**config.mk**
```make
export PLATFORM = sky130hd
export DESIGN_NAME = tmoc_core
export DESIGN_NICKNAME = d
export VERILOG_FILES = /design/src/rtl/tmoc_pkg.sv /design/src/rtl/tmoc_core.sv
export VERILOG_INCLUDE_DIRS = /design/src /design/src/rtl
export SDC_FILE = /design/constraint.sdc
export NUM_CORES = 1
export LEC_CHECK = 0
export BUFFER_PORTS_ARGS = -buffer_cell sky130_fd_sc_hd__buf_2
export CORE_MARGIN = 2
export CORE_UTILIZATION = 46
export CTS_CLUSTER_SIZE = 25
export DETAILED_ROUTE_END_ITERATION = 12
export PLACE_DENSITY = 0.71
export SETUP_SLACK_MARGIN = 0.4
export SLEW_MARGIN = 20
export SYNTH_ARGS = -nofsm -noshare
export SYNTH_HDL_FRONTEND = slang
export SYNTH_SLANG_ARGS = --single-unit
```
**constraint.sdc**
```tcl
create_clock -name ref_clk -period 4.5 [get_ports ref_clk]
set_input_delay 0.9 -clock ref_clk [delete_from_list [all_inputs] [get_ports ref_clk]]
set_output_delay 0.9 -clock ref_clk [all_outputs]
set_load 0.05 [all_outputs]
```
**src/rtl/tmoc_cfg.svh**
```systemverilog
// Constants for the timer output and counter-clear control block.
// Assumes byte-wide registers on a plain strobe port with a 3-bit address.
`ifndef TMOC_CFG_SVH
`define TMOC_CFG_SVH

// Register offsets
`define TMOC_ADDR_W        3
`define TMOC_OFS_CTRL0     3'h0
`define TMOC_OFS_CTRL1     3'h1
`define TMOC_OFS_CNT_LO    3'h2
`define TMOC_OFS_CNT_HI    3'h3
`define TMOC_OFS_CMPA_LO   3'h4
`define TMOC_OFS_CMPA_HI   3'h5

// Widths
`define TMOC_CNT_W         10
`define TMOC_COMPARE_P_VALUE_W        3
`define TMOC_DATA_W        8
`define TMOC_PINS          2

// Fields of the run control register
`define TMOC_C0_PAUSE      7
`define TMOC_C0_EN         3
`define TMOC_C0_COMPARE_P_VALUE_HI    2
`define TMOC_C0_COMPARE_P_VALUE_LO    0

// Fields of timer_output_control
`define TMOC_C1_MODE_HI    7
`define TMOC_C1_MODE_LO    6
`define TMOC_C1_IO_HI      5
`define TMOC_C1_IO_LO      4
`define TMOC_C1_OC         3
`define TMOC_C1_POL        2
`define TMOC_C1_DPX        1
`define TMOC_C1_CCLR       0

// Reset values
`define TMOC_RST_BYTE      8'h00
`define TMOC_RST_CNT       10'h000
`define TMOC_CNT_ONE       10'h001
`define TMOC_LOW7_ZERO     7'h00

// Output-function codes
`define TMOC_IO_NONE       2'h0
`define TMOC_IO_LOW        2'h1
`define TMOC_IO_HIGH       2'h2
`define TMOC_IO_TOGGLE     2'h3

`endif

```
**src/rtl/tmoc_pkg.sv**
```systemverilog
// Types for the timer output and counter-clear control block.
// Assumes tmoc_cfg.svh sits on the include path.
`include "tmoc_cfg.svh"

package tmoc_pkg;

    // Operating mode field
    typedef enum logic [1:0] {
        MODE_CMP = 2'h0,
        MODE_CAP = 2'h1,
        MODE_PWM = 2'h2,
        MODE_TMR = 2'h3
    } tmoc_mode_e;

    // One register access
    typedef struct packed {
        logic                      wr;
        logic                      rd;
        logic [`TMOC_ADDR_W-1:0]   addr;
        logic [`TMOC_DATA_W-1:0]   wdata;
    } tmoc_bus_req_s;

    // Whole state of the block
    typedef struct packed {
        logic [`TMOC_DATA_W-1:0]   ctrl0;
        logic [`TMOC_DATA_W-1:0]   ctrl1;
        logic [`TMOC_CNT_W-1:0]    cmpa;
        logic [`TMOC_CNT_W-1:0]    cnt;
        logic                      en_prev;
        logic                      lvl;
        logic                      sp_act;
        logic [`TMOC_PINS-1:0]     pin;
        logic [`TMOC_PINS-1:0]     oe;
        logic                      match_a;
        logic                      match_p;
        logic [`TMOC_DATA_W-1:0]   rdata;
    } tmoc_state_s;

endpackage : tmoc_pkg

```
**src/rtl/tmoc_core.sv**
```systemverilog
// Output-pin, polarity, period/duty and counter-clear control of a 10-bit timer,
// with its counter, compare-A value and control registers.
// Assumes count_tick is a one-cycle pulse from the clock select logic and that
// all inputs are synchronous to ref_clk.
//
// Design decisions made here: strobed register access and the placing of the registers.
`timescale 1ns/1ps
`default_nettype none
`include "tmoc_cfg.svh"

// Function
// - Compare mode: compare-A match sets pin high, low or toggles per output function
// - Compare mode: output function 00 leaves the pin unchanged on a match
// - Compare mode: level control bit gives the initial pin level
// - Compare mode: enable rising edge restores the pin to its initial level
// - Requesting the initial level gives no visible change; software picks another
// - PWM and single pulse: level control bit picks the active level
// - Timer/counter mode ignores level control and polarity bits
// - Polarity bit 1 inverts the pins, 0 passes them straight
// - Swap bit 0: P sets period, A duty; 1 swaps the roles
// - Clear-select 1 clears the counter on compare-A match
// - Clear-select 0 clears the counter on compare-P match or overflow
// - Overflow clear only when compare-P is zero, else compare-P match
// - PWM, single pulse and capture modes ignore the clear-select bit
// - Counter readable as low and high bytes, not writable, resets zero
// - Unused high bits of counter and compare-A high bytes read zero
// - Compare-A readable and writable as low and high bytes, resets zero
// - Output function codes for compare mode and for PWM mode
// - Mode field: compare, capture, PWM/single pulse, timer/counter
// - Enable rising clears the counter; falling stops it holding its value
// - Compare-A uses all ten bits, compare-P only the top three
module tmoc_core
    import tmoc_pkg::*;
(
    input  wire logic                      ref_clk,
    input  wire logic                      rst_n,
    input  wire tmoc_bus_req_s             bus_req,
    output var  logic [`TMOC_DATA_W-1:0]   rdata,
    input  wire logic                      count_tick,
    output var  logic [`TMOC_CNT_W-1:0]    counter_value,
    output var  logic                      match_a,
    output var  logic                      match_p,
    output var  logic                      counter_enable,
    output var  logic                      timer_output_pin_a_o,
    output var  logic                      timer_output_pin_a_oe,
    output var  logic                      timer_output_pin_b_o,
    output var  logic                      timer_output_pin_b_oe
);

    tmoc_state_s                st_ff;
    tmoc_state_s                nxt_st;

    // Decoded control fields
    tmoc_mode_e                 mode;
    logic [1:0]                 out_func;
    logic                       oc;
    logic                       pol;
    logic                       dpx;
    logic                       cclr;
    logic                       en;
    logic                       pause;
    logic [`TMOC_COMPARE_P_VALUE_W-1:0]    compare_p_value;
    logic                       en_rise;
    logic                       step;
    logic [`TMOC_CNT_W-1:0]     cnt_inc;
    logic                       a_hit;
    logic                       p_hit;
    logic                       clr;
    logic [`TMOC_CNT_W-1:0]     duty;
    logic                       pwm_act;
    logic                       act;
    logic                       drive;

    // Field decode of the stored control bytes
    assign mode     = tmoc_mode_e'(st_ff.ctrl1[`TMOC_C1_MODE_HI:`TMOC_C1_MODE_LO]);
    assign out_func = st_ff.ctrl1[`TMOC_C1_IO_HI:`TMOC_C1_IO_LO];
    assign oc       = st_ff.ctrl1[`TMOC_C1_OC];
    assign pol      = st_ff.ctrl1[`TMOC_C1_POL];
    assign dpx      = st_ff.ctrl1[`TMOC_C1_DPX];
    assign cclr     = st_ff.ctrl1[`TMOC_C1_CCLR];
    assign en       = st_ff.ctrl0[`TMOC_C0_EN];
    assign pause    = st_ff.ctrl0[`TMOC_C0_PAUSE];
    assign compare_p_value     = st_ff.ctrl0[`TMOC_C0_COMPARE_P_VALUE_HI:`TMOC_C0_COMPARE_P_VALUE_LO];

    // Counter step and the two comparators
    assign en_rise  = en & ~st_ff.en_prev;
    assign step     = en & ~pause & count_tick & ~en_rise;
    assign cnt_inc  = st_ff.cnt + `TMOC_CNT_ONE;
    assign a_hit    = (cnt_inc == st_ff.cmpa);
    // P looks at the top three bits only; a zero P value hits on the wrap to zero
    assign p_hit    = (cnt_inc[`TMOC_CNT_W-1:`TMOC_CNT_W-`TMOC_COMPARE_P_VALUE_W] == compare_p_value) &&
                      (cnt_inc[`TMOC_CNT_W-`TMOC_COMPARE_P_VALUE_W-1:0] == `TMOC_LOW7_ZERO);

    // Clear source; PWM picks the period comparator, capture only wraps
    always_comb begin
        case (mode)
            MODE_PWM: clr = dpx ? a_hit : p_hit;
            MODE_CAP: clr = 1'b0;
            default:  clr = cclr ? a_hit : p_hit;
        endcase
    end

    // Duty threshold and the raw PWM active phase
    assign duty    = dpx ? {compare_p_value, `TMOC_LOW7_ZERO} : st_ff.cmpa;
    assign pwm_act = (st_ff.cnt < duty);

    // Active request in PWM mode per output function
    always_comb begin
        case (out_func)
            `TMOC_IO_NONE: act = 1'b0;
            `TMOC_IO_LOW:  act = 1'b1;
            `TMOC_IO_HIGH: act = pwm_act;
            default:       act = st_ff.sp_act;
        endcase
    end

    // Pins are driven only in compare and PWM modes
    assign drive = (mode == MODE_CMP) || (mode == MODE_PWM);

    // Next state: registers, counter, output level and pins
    always_comb begin
        nxt_st         = st_ff;
        nxt_st.match_a = 1'b0;
        nxt_st.match_p = 1'b0;
        nxt_st.rdata   = `TMOC_RST_BYTE;
        nxt_st.en_prev = en;

        // Register writes; counter bytes have no write path
        if (bus_req.wr) begin
            case (bus_req.addr)
                `TMOC_OFS_CTRL0:   nxt_st.ctrl0 = bus_req.wdata;
                `TMOC_OFS_CTRL1:   nxt_st.ctrl1 = bus_req.wdata;
                `TMOC_OFS_CMPA_LO: nxt_st.cmpa[7:0] = bus_req.wdata;
                `TMOC_OFS_CMPA_HI: nxt_st.cmpa[9:8] = bus_req.wdata[1:0];
                default: ;
            endcase
        end

        // Register reads, answered in the next cycle; unmapped reads give zero
        if (bus_req.rd) begin
            case (bus_req.addr)
                `TMOC_OFS_CTRL0:   nxt_st.rdata = st_ff.ctrl0;
                `TMOC_OFS_CTRL1:   nxt_st.rdata = st_ff.ctrl1;
                `TMOC_OFS_CNT_LO:  nxt_st.rdata = st_ff.cnt[7:0];
                `TMOC_OFS_CNT_HI:  nxt_st.rdata = {6'h00, st_ff.cnt[9:8]};
                `TMOC_OFS_CMPA_LO: nxt_st.rdata = st_ff.cmpa[7:0];
                `TMOC_OFS_CMPA_HI: nxt_st.rdata = {6'h00, st_ff.cmpa[9:8]};
                default:           nxt_st.rdata = `TMOC_RST_BYTE;
            endcase
        end

        // Counter: enable edge clears, falling edge simply stops stepping
        if (en_rise) begin
            nxt_st.cnt    = `TMOC_RST_CNT;
            nxt_st.sp_act = 1'b1;
        end else if (step) begin
            nxt_st.cnt     = clr ? `TMOC_RST_CNT : cnt_inc;
            nxt_st.match_a = a_hit;
            nxt_st.match_p = p_hit;
            if (mode == MODE_PWM && clr) begin
                nxt_st.sp_act = 1'b0;           // Single pulse ends at the period
            end
        end

        // Output level before polarity
        case (mode)
            MODE_CMP: begin
                if (en_rise) begin
                    nxt_st.lvl = oc;
                end else if (step && a_hit) begin
                    case (out_func)
                        `TMOC_IO_LOW:    nxt_st.lvl = 1'b0;
                        `TMOC_IO_HIGH:   nxt_st.lvl = 1'b1;
                        `TMOC_IO_TOGGLE: nxt_st.lvl = ~st_ff.lvl;
                        default:         nxt_st.lvl = st_ff.lvl;
                    endcase
                end
            end
            // Level control picks the active sense; output function is set while off
            MODE_PWM: nxt_st.lvl = act ? oc : ~oc;
            default:  nxt_st.lvl = st_ff.lvl;
        endcase

        // Both pins carry the same waveform; one registered stage before the pad
        for (int i = 0; i < `TMOC_PINS; i++) begin
            nxt_st.oe[i]  = drive;
            nxt_st.pin[i] = drive & (nxt_st.lvl ^ pol);
        end
    end

    // State register; synchronous reset clears everything
    always_ff @(posedge ref_clk) begin
        if (!rst_n) begin
            st_ff <= '0;
        end else begin
            st_ff <= nxt_st;
        end
    end

    // Outputs straight from flip-flops
    assign rdata                 = st_ff.rdata;
    assign counter_value         = st_ff.cnt;
    assign match_a               = st_ff.match_a;
    assign match_p               = st_ff.match_p;
    assign counter_enable        = en;
    assign timer_output_pin_a_o  = st_ff.pin[0];
    assign timer_output_pin_a_oe = st_ff.oe[0];
    assign timer_output_pin_b_o  = st_ff.pin[1];
    assign timer_output_pin_b_oe = st_ff.oe[1];
endmodule : tmoc_core

`default_nettype wire

```
==> flow_metrics.py, run 1 <==
metrics = {
    "detailed_routing": {
        "dr_total_vias": 3122,
        "drtAntennaViolNets": 0,
        "dr.pass1.iters": 5,
        "drt_iter0_drc": 146,
        "wl_um": 8650,
        "drc": 0,
        "routedWlPerCell_um": 16.1,
        "via_per_inst": 5.80,
    },
    "clocking": {
        "clockRootBuffer": "clkbuf_8",
        "clk_pin_slew_ps": 100,
        "numCtsBuffers": 5,
        "ctsResizeCount": 0,
        "htree_num_levels": 2,
        "cts_tree": "yes",
        "cts_buffer_depth": 2,
        "post-cts-setup-buffers": 0,
        "cts.sinks": 51,
        "clock_latency_ps": 310,
        "cts_hold_buf": 0,
    },
    "floorplanning": {
        "die_h_um": 90.7,
        "die_x_um": 90.7,
        "start_util_pct": 47.7,
        "core_mm2": 0.00725,
        "die_area_mm2": 0.00822,
        "ios": 41,
        "num_rows": 31,
    },
    "place": {
        "post-dp-hpwl_um": 6410,
        "port_buffers": 40,
        "place.gp.congestion": 0.960,
    },
    "yosys": {
        "mappedNetlistArea_mm2": 0.00346,
        "synth_area_leaders": "dfxtp_1 30%, nand2_1 6.8%, mux2i_1 6.7%",
        "yosysTopAreaCellShare_pct": 29.5,
        "yosys_warnings": 0,
        "syn_nets": 467,
        "synth-seq-cells": 51,
        "ys.flop_type": "dfxtp_1",
        "yosysTopAreaCell": "dfxtp_1",
        "synth_edf_count": 0,
        "syn_inst": 438,
        "ys_async_sr_fraction_pct": 0,
        "syn_area_per_cell_um2": 7.89,
        "synth_cell_types": 61,
        "synth_seq_area_share_pct": 29.5,
    },
    "critical_path": {
        "crit_slowest_cell": "dfxtp_1",
        "crit_type": "register to register",
        "reg2reg_from": "counter_value[0]$_SDFFE_PP0P_",
        "reg2reg_depth": 7,
        "end_kind": "register",
        "worst-path-buf-inv": 0,
        "cp-start-kind": "register",
        "critical-path-top-delay-family": "simple AND/OR/NAND/NOR gates",
        "crit_required_ps": 4720,
        "reg2reg_slack_ps": 1320,
        "cp_cell_sequence": "ha_1, and3_1, and3_1, o31ai_1, or4_4, o32a_1, o221a_2",
        "cp.arrival_ps": 3390,
        "r2r_end": "st_ff[14]$_SDFFE_PN0P_",
        "path_max_fanout": 13,
        "critPathMaxStageDelay_ps": 630,
        "crit_top_cell": "and3_1",
    },
    "power": {
        "combPwrFrac_pct": 8.7,
        "p_leak_nw": 1.42,
        "ir_drop_v": 0.000152,
        "totalPowerFinal_w": 0.000941,
        "p_per_area_mw_per_mm2": 259,
        "p_sw_share_pct": 24.2,
        "netSwitchingPower_w": 0.000228,
        "power_frac_seq_pct": 49.6,
        "p_int_w": 0.000713,
        "p_clk_share_pct": 41.7,
    },
    "grt": {
        "grt_pass1_vias": 2876,
        "grt-ovfl-total": 0,
        "grt_pass1_wl_um": 14500,
        "antenna_found_initial": 0,
        "grt_max_degree": 34,
        "gr-usage-all-layers_pct": 21.7,
    },
    "timing": {
        "rsz0062_at_grt": "no",
        "hold_viol": 0,
        "setup_tns_ps": 0,
        "slew_headroom_pct": 40.5,
        "drv_slew": 0,
        "period_minus_slack_ps": 3180,
        "skew_ps": 8.81,
        "max_freq_ghz": 0.315,
        "final.period_utilization_pct": 70.6,
        "setup_viol": 0,
        "worst_pin_slew_ps": 885,
    },
    "finish": {
        "multiInputGateArea_mm2": 0.00211,
        "layout_commonest_cell": "nand2_1",
        "syn2layout_area_growth_pct": 5.10,
        "fillers": 721,
        "mostFrequentLayoutCells": "63 x nand2_1, 51 x dfxtp_1, 40 x buf_2",
        "regArea_mm2": 0.00102,
        "nets": 467,
        "drive_gt1_share_pct": 13.7,
        "n_antenna_cell": 0,
    },
    "hold_path": {
        "min_from": "st_ff[51]$_SDFFE_PN0P_",
        "holdPathEnd": "st_ff[51]$_SDFFE_PN0P_",
        "min_path_type": "register to register",
        "min_delay_path_depth": 2,
    },
    "run": {
        "maxCapViolCount": 0,
    },
    "run_status": {
        "status": "complete, no violations",
    },
}
-- worst min-delay path: stages, from the launching register on --
cell,delay (ps)
dfxtp_1,320
nand2_1,50
a21boi_0,70
-- metrics by stage --
| stage | cell area, µm² | cells | setup slack (ps) | hold WS, ps | utilization (%) |
|---|---|---|---|---|---|
| after detailed placement | 3490 | 530 | 1400 | 468 | 48.2 |
| after global placement | 3490 | 530 | 1460 | 458 | 48.2 |
| after global routing | 3630 | 538 | 1130 | 518 | 50.1 |
| final | 3630 | 538 | 1320 | 484 | 50.1 |
| after CTS | 3630 | 538 | 1370 | 483 | 50.1 |
| after floorplan | 3460 | 438 | 1880 | 443 | - |
-- cell type report --
type                            count  share of cell area (%)
Clock buffer                        5                    1.89
Sequential cell                    51                    28.1
Tap cell                           99                    3.41
Inverter                            9                   0.930
Multi-Input combinational cell    330                    58.0
Clock inverter                      3                    1.96
Timing Repair Buffer               41                    5.72
-- logic make-up after synthesis --
group                      share of synthesized area (%)
AOI/OAI and AO/OA                                   17.7
adders and majority gates                           4.71
DFF                                                 29.5
buffers and inverters                               9.52
muxes                                               6.99
xor gates and xnor gates                            3.29
and+or+nand+nor                                     28.2
-- worst max-delay path by stage --
| stage | cells past startpoint | from | slack, ps | endpoint |
|---|---|---|---|---|
| after floorplan | 11 | counter_value[1]$_SDFFE_PP0P_ | 1880 | counter_value[1]$_SDFFE_PP0P_ |
| after global placement | 7 | counter_value[0]$_SDFFE_PP0P_ | 1460 | st_ff[14]$_SDFFE_PN0P_ |
| after detailed placement | 7 | counter_value[0]$_SDFFE_PP0P_ | 1400 | st_ff[14]$_SDFFE_PN0P_ |
| after CTS | 7 | counter_value[0]$_SDFFE_PP0P_ | 1370 | st_ff[14]$_SDFFE_PN0P_ |
| after global routing | 7 | counter_value[0]$_SDFFE_PP0P_ | 1130 | st_ff[14]$_SDFFE_PN0P_ |
| final | 7 | counter_value[0]$_SDFFE_PP0P_ | 1320 | st_ff[14]$_SDFFE_PN0P_ |
-- state kept, by name, summed over array words and instances, names as in the netlist --
signal and flops:
oc 1, pol 1, counter_value 10, rdata 8
timer_output_pin_a_oe 1, match_a 1, match_p 1, counter_enable 1
mode 2, out_func 2, cclr 1, compare_p_value 3
st_ff 16, dpx 1, timer_output_pin_a_o 1, pause 1
-- power groups by stage --
stage	clock network, W	registers [W]	logic (W)
final	0.000393	0.000467	0.0000817
after global routing	0.000416	0.000468	0.0000901
after CTS	0.000401	0.000466	0.0000811
after detailed placement	0	0.000477	0.0000806
after global placement	0	0.000476	0.0000793
after floorplan	0	0.000477	0.0000559
-- Yosys cell counts (all sizes together), types with 2 or more instances --
cell type   n
a21oi      16
and2        5
nand4       6
a21o        2
nor4        8
nand2b     10
ha         13
o21ai      22
a31oi       7
nor3b       4
nand3      13
mux2i      23
nor2       31
or4         3
a211o       3
a21boi     16
and3        9
xor2        4
nand2      63
buf        32
o31ai       4
nor2b      18
a32oi       2
or3         4
a221oi      2
clkbuf     16
xnor2       9
dfxtp      51
nand3b      2
inv         9
a211oi      4
nor3        8
-- metal layers --
| metal | global-route usage (%) | routed length [µm] |
|---|---|---|
| met1 | 29.6 | 3980 |
| met3 | 3.01 | 580 |
| met4 | 6.67 | 204 |
| met2 | 35.5 | 3890 |
| met5 | 0 | 0 |
Power figures use the tool's default switching activity.
==> run 2: changes to the inputs <==
==> constraint.sdc (replaced) <==
create_clock -name ref_clk -period 3.25 [get_ports ref_clk]
set_input_delay 0.65 -clock ref_clk [delete_from_list [all_inputs] [get_ports ref_clk]]
set_output_delay 0.65 -clock ref_clk [all_outputs]
set_load 0.05 [all_outputs]
==> flow_metrics.py, run 2 (synthesis results as in run 1) <==
metrics = {
    "run_status": {
        "status": "complete, no violations",
    },
    "hold_path": {
        "min_from": "st_ff[51]$_SDFFE_PN0P_",
        "min_path_type": "register to register",
        "min_delay_path_depth": 2,
    },
    "place": {
        "place.gp.congestion": 0.888,
        "port_buffers": 40,
        "placed_area_mm2": 0.00352,
        "placedCellCount": 534,
        "post-dp-hpwl_um": 6520,
    },
    "grt": {
        "gr-usage-all-layers_pct": 22.5,
        "grtUsageMet2_pct": 35.4,
        "grt-ovfl-total": 0,
        "grt.met3_usage_pct": 3.34,
        "grt_use_met1_pct": 31.9,
        "grt_pass1_wl_um": 14800,
        "antenna_found_initial": 0,
        "grt_pass1_vias": 2880,
        "top_usage_layer": "met2",
        "grt_max_degree": 34,
    },
    "clocking": {
        "cts.sinks": 51,
        "clk_pin_slew_ps": 110,
        "cts_tree": "yes",
        "cts_buffer_depth": 2,
        "htree_num_levels": 2,
        "numCtsBuffers": 5,
        "clockRootBuffer": "clkbuf_8",
        "post-cts-setup-buffers": 0,
        "clock_latency_ps": 320,
        "cts_hold_buf": 0,
    },
    "timing": {
        "worst_pin_slew_ps": 912,
        "skew_ps": 8.57,
        "rsz0062_at_grt": "no",
        "max_freq_ghz": 0.367,
        "final.period_utilization_pct": 83.9,
        "hold_viol": 0,
        "setup_viol": 0,
        "drv_slew": 0,
        "slew_headroom_pct": 38.8,
        "period_minus_slack_ps": 2730,
        "setup_tns_ps": 0,
    },
    "detailed_routing": {
        "routedWlPerCell_um": 16.4,
        "via_per_inst": 5.73,
        "dr.pass1.iters": 5,
        "wl_um": 8910,
        "drc": 0,
        "dr_total_vias": 3104,
        "drtAntennaViolNets": 0,
        "drt_iter0_drc": 238,
    },
    "critical_path": {
        "crit_required_ps": 3480,
        "crit_slowest_cell": "or4_4",
        "crit_type": "register to register",
        "critPathLaunch": "counter_value[1]$_SDFFE_PP0P_",
        "crit_top_cell": "and3_1",
        "end_kind": "register",
        "reg2reg_depth": 7,
        "cp_cell_sequence": "ha_2, and3_1, and3_1, o31ai_1, or4_4, o32a_2, o221a_2",
        "critPathMaxStageDelay_ps": 590,
        "cp.arrival_ps": 2950,
        "reg2reg_from": "counter_value[1]$_SDFFE_PP0P_",
        "cp-start-kind": "register",
        "path_max_fanout": 11,
    },
    "finish": {
        "stdcell_count": 542,
        "nets": 471,
        "drive_gt1_share_pct": 16.0,
        "final_area_mm2": 0.00363,
        "fillers": 731,
        "n_antenna_cell": 0,
        "layout_commonest_cell": "nand2_1",
        "syn2layout_area_growth_pct": 5.03,
        "regMostFlops": "st_ff",
        "mostFrequentLayoutCells": "63 x nand2_1, 46 x dfxtp_1, 40 x buf_2",
        "largest_reg_flops": 16,
    },
    "power": {
        "ir_drop_v": 0.000233,
        "p_per_area_mw_per_mm2": 322,
        "netSwitchingPower_w": 0.000334,
        "combPwrFrac_pct": 9.8,
        "p_sw_share_pct": 28.6,
        "p_clk_share_pct": 35.0,
        "totalPowerFinal_w": 0.00117,
        "p_leak_nw": 1.42,
        "power_frac_seq_pct": 55.2,
        "p_int_w": 0.000835,
    },
    "floorplanning": {
        "die_area_mm2": 0.00822,
        "die_x_um": 90.7,
        "ios": 41,
        "num_rows": 31,
        "core_mm2": 0.00725,
        "start_util_pct": 47.7,
        "die_h_um": 90.7,
    },
    "run": {
        "maxCapViolCount": 0,
    },
}
[run 2: per-layer routing]
layer | up-vias | part of all wire, %
li1 | 1526 | -
met1 | 1463 | 49
met2 | 100 | 45
met3 | 15 | 4.4
met4 | 0 | 1.8
met5 | - | 0
[run 2: critical path, delay by kind of cell, from the launching register on]
family	cells	cell delay, ps
and+or+nand+nor	3	1090
AOI/OAI and AO/OA	3	870
DFF	1	380
adders and majority gates	1	290
[run 2: through the flow]
stage	setup WS (ps)	hold slack (ps)	util (%)
2_1_floorplan	626	443	-
3_3_place_gp	438	468	48.6
3_5_place_dp	368	473	48.6
4_1_cts	410	487	49.9
5_1_grt	429	508	50.1
6_report	523	487	50.1
[run 2: worst paths after layout]
kind	endpoint	slack, ps
hold / removal	st_ff[51]$_SDFFE_PN0P_	490
setup reg to reg	st_ff[14]$_SDFFE_PN0P_	520
setup / recovery	st_ff[14]$_SDFFE_PN0P_	520
hold reg to reg	st_ff[51]$_SDFFE_PN0P_	490
[run 2: timing repair]
item | CTS | global route
setup endpoints to repair | 2 | 13
gates resized for setup | 1 | 6
endpoints found under the hold margin | 0 | 0
[run 2: power groups by stage]
stage / sequential, W / combinational, W / clock [W]
final: 0.000646 / 0.000115 / 0.000409
after global routing: 0.000648 / 0.000127 / 0.000439
after CTS: 0.000646 / 0.000114 / 0.000412
after detailed placement: 0.000660 / 0.000114 / 0
after global placement: 0.000660 / 0.000111 / 0
after floorplan: 0.000661 / 0.0000774 / 0
[run 2: final cells by class]
cell class | count | area, µm² | area share [%]
clock buffer | 5 | 68.8 | 1.90
clock inverter | 3 | 28.8 | 0.793
inverter | 9 | 33.8 | 0.930
multi-input combinational | 330 | 2110 | 58.1
sequential | 51 | 1030 | 28.3
tap | 99 | 124 | 3.41
timing repair buffer | 45 | 238 | 6.55
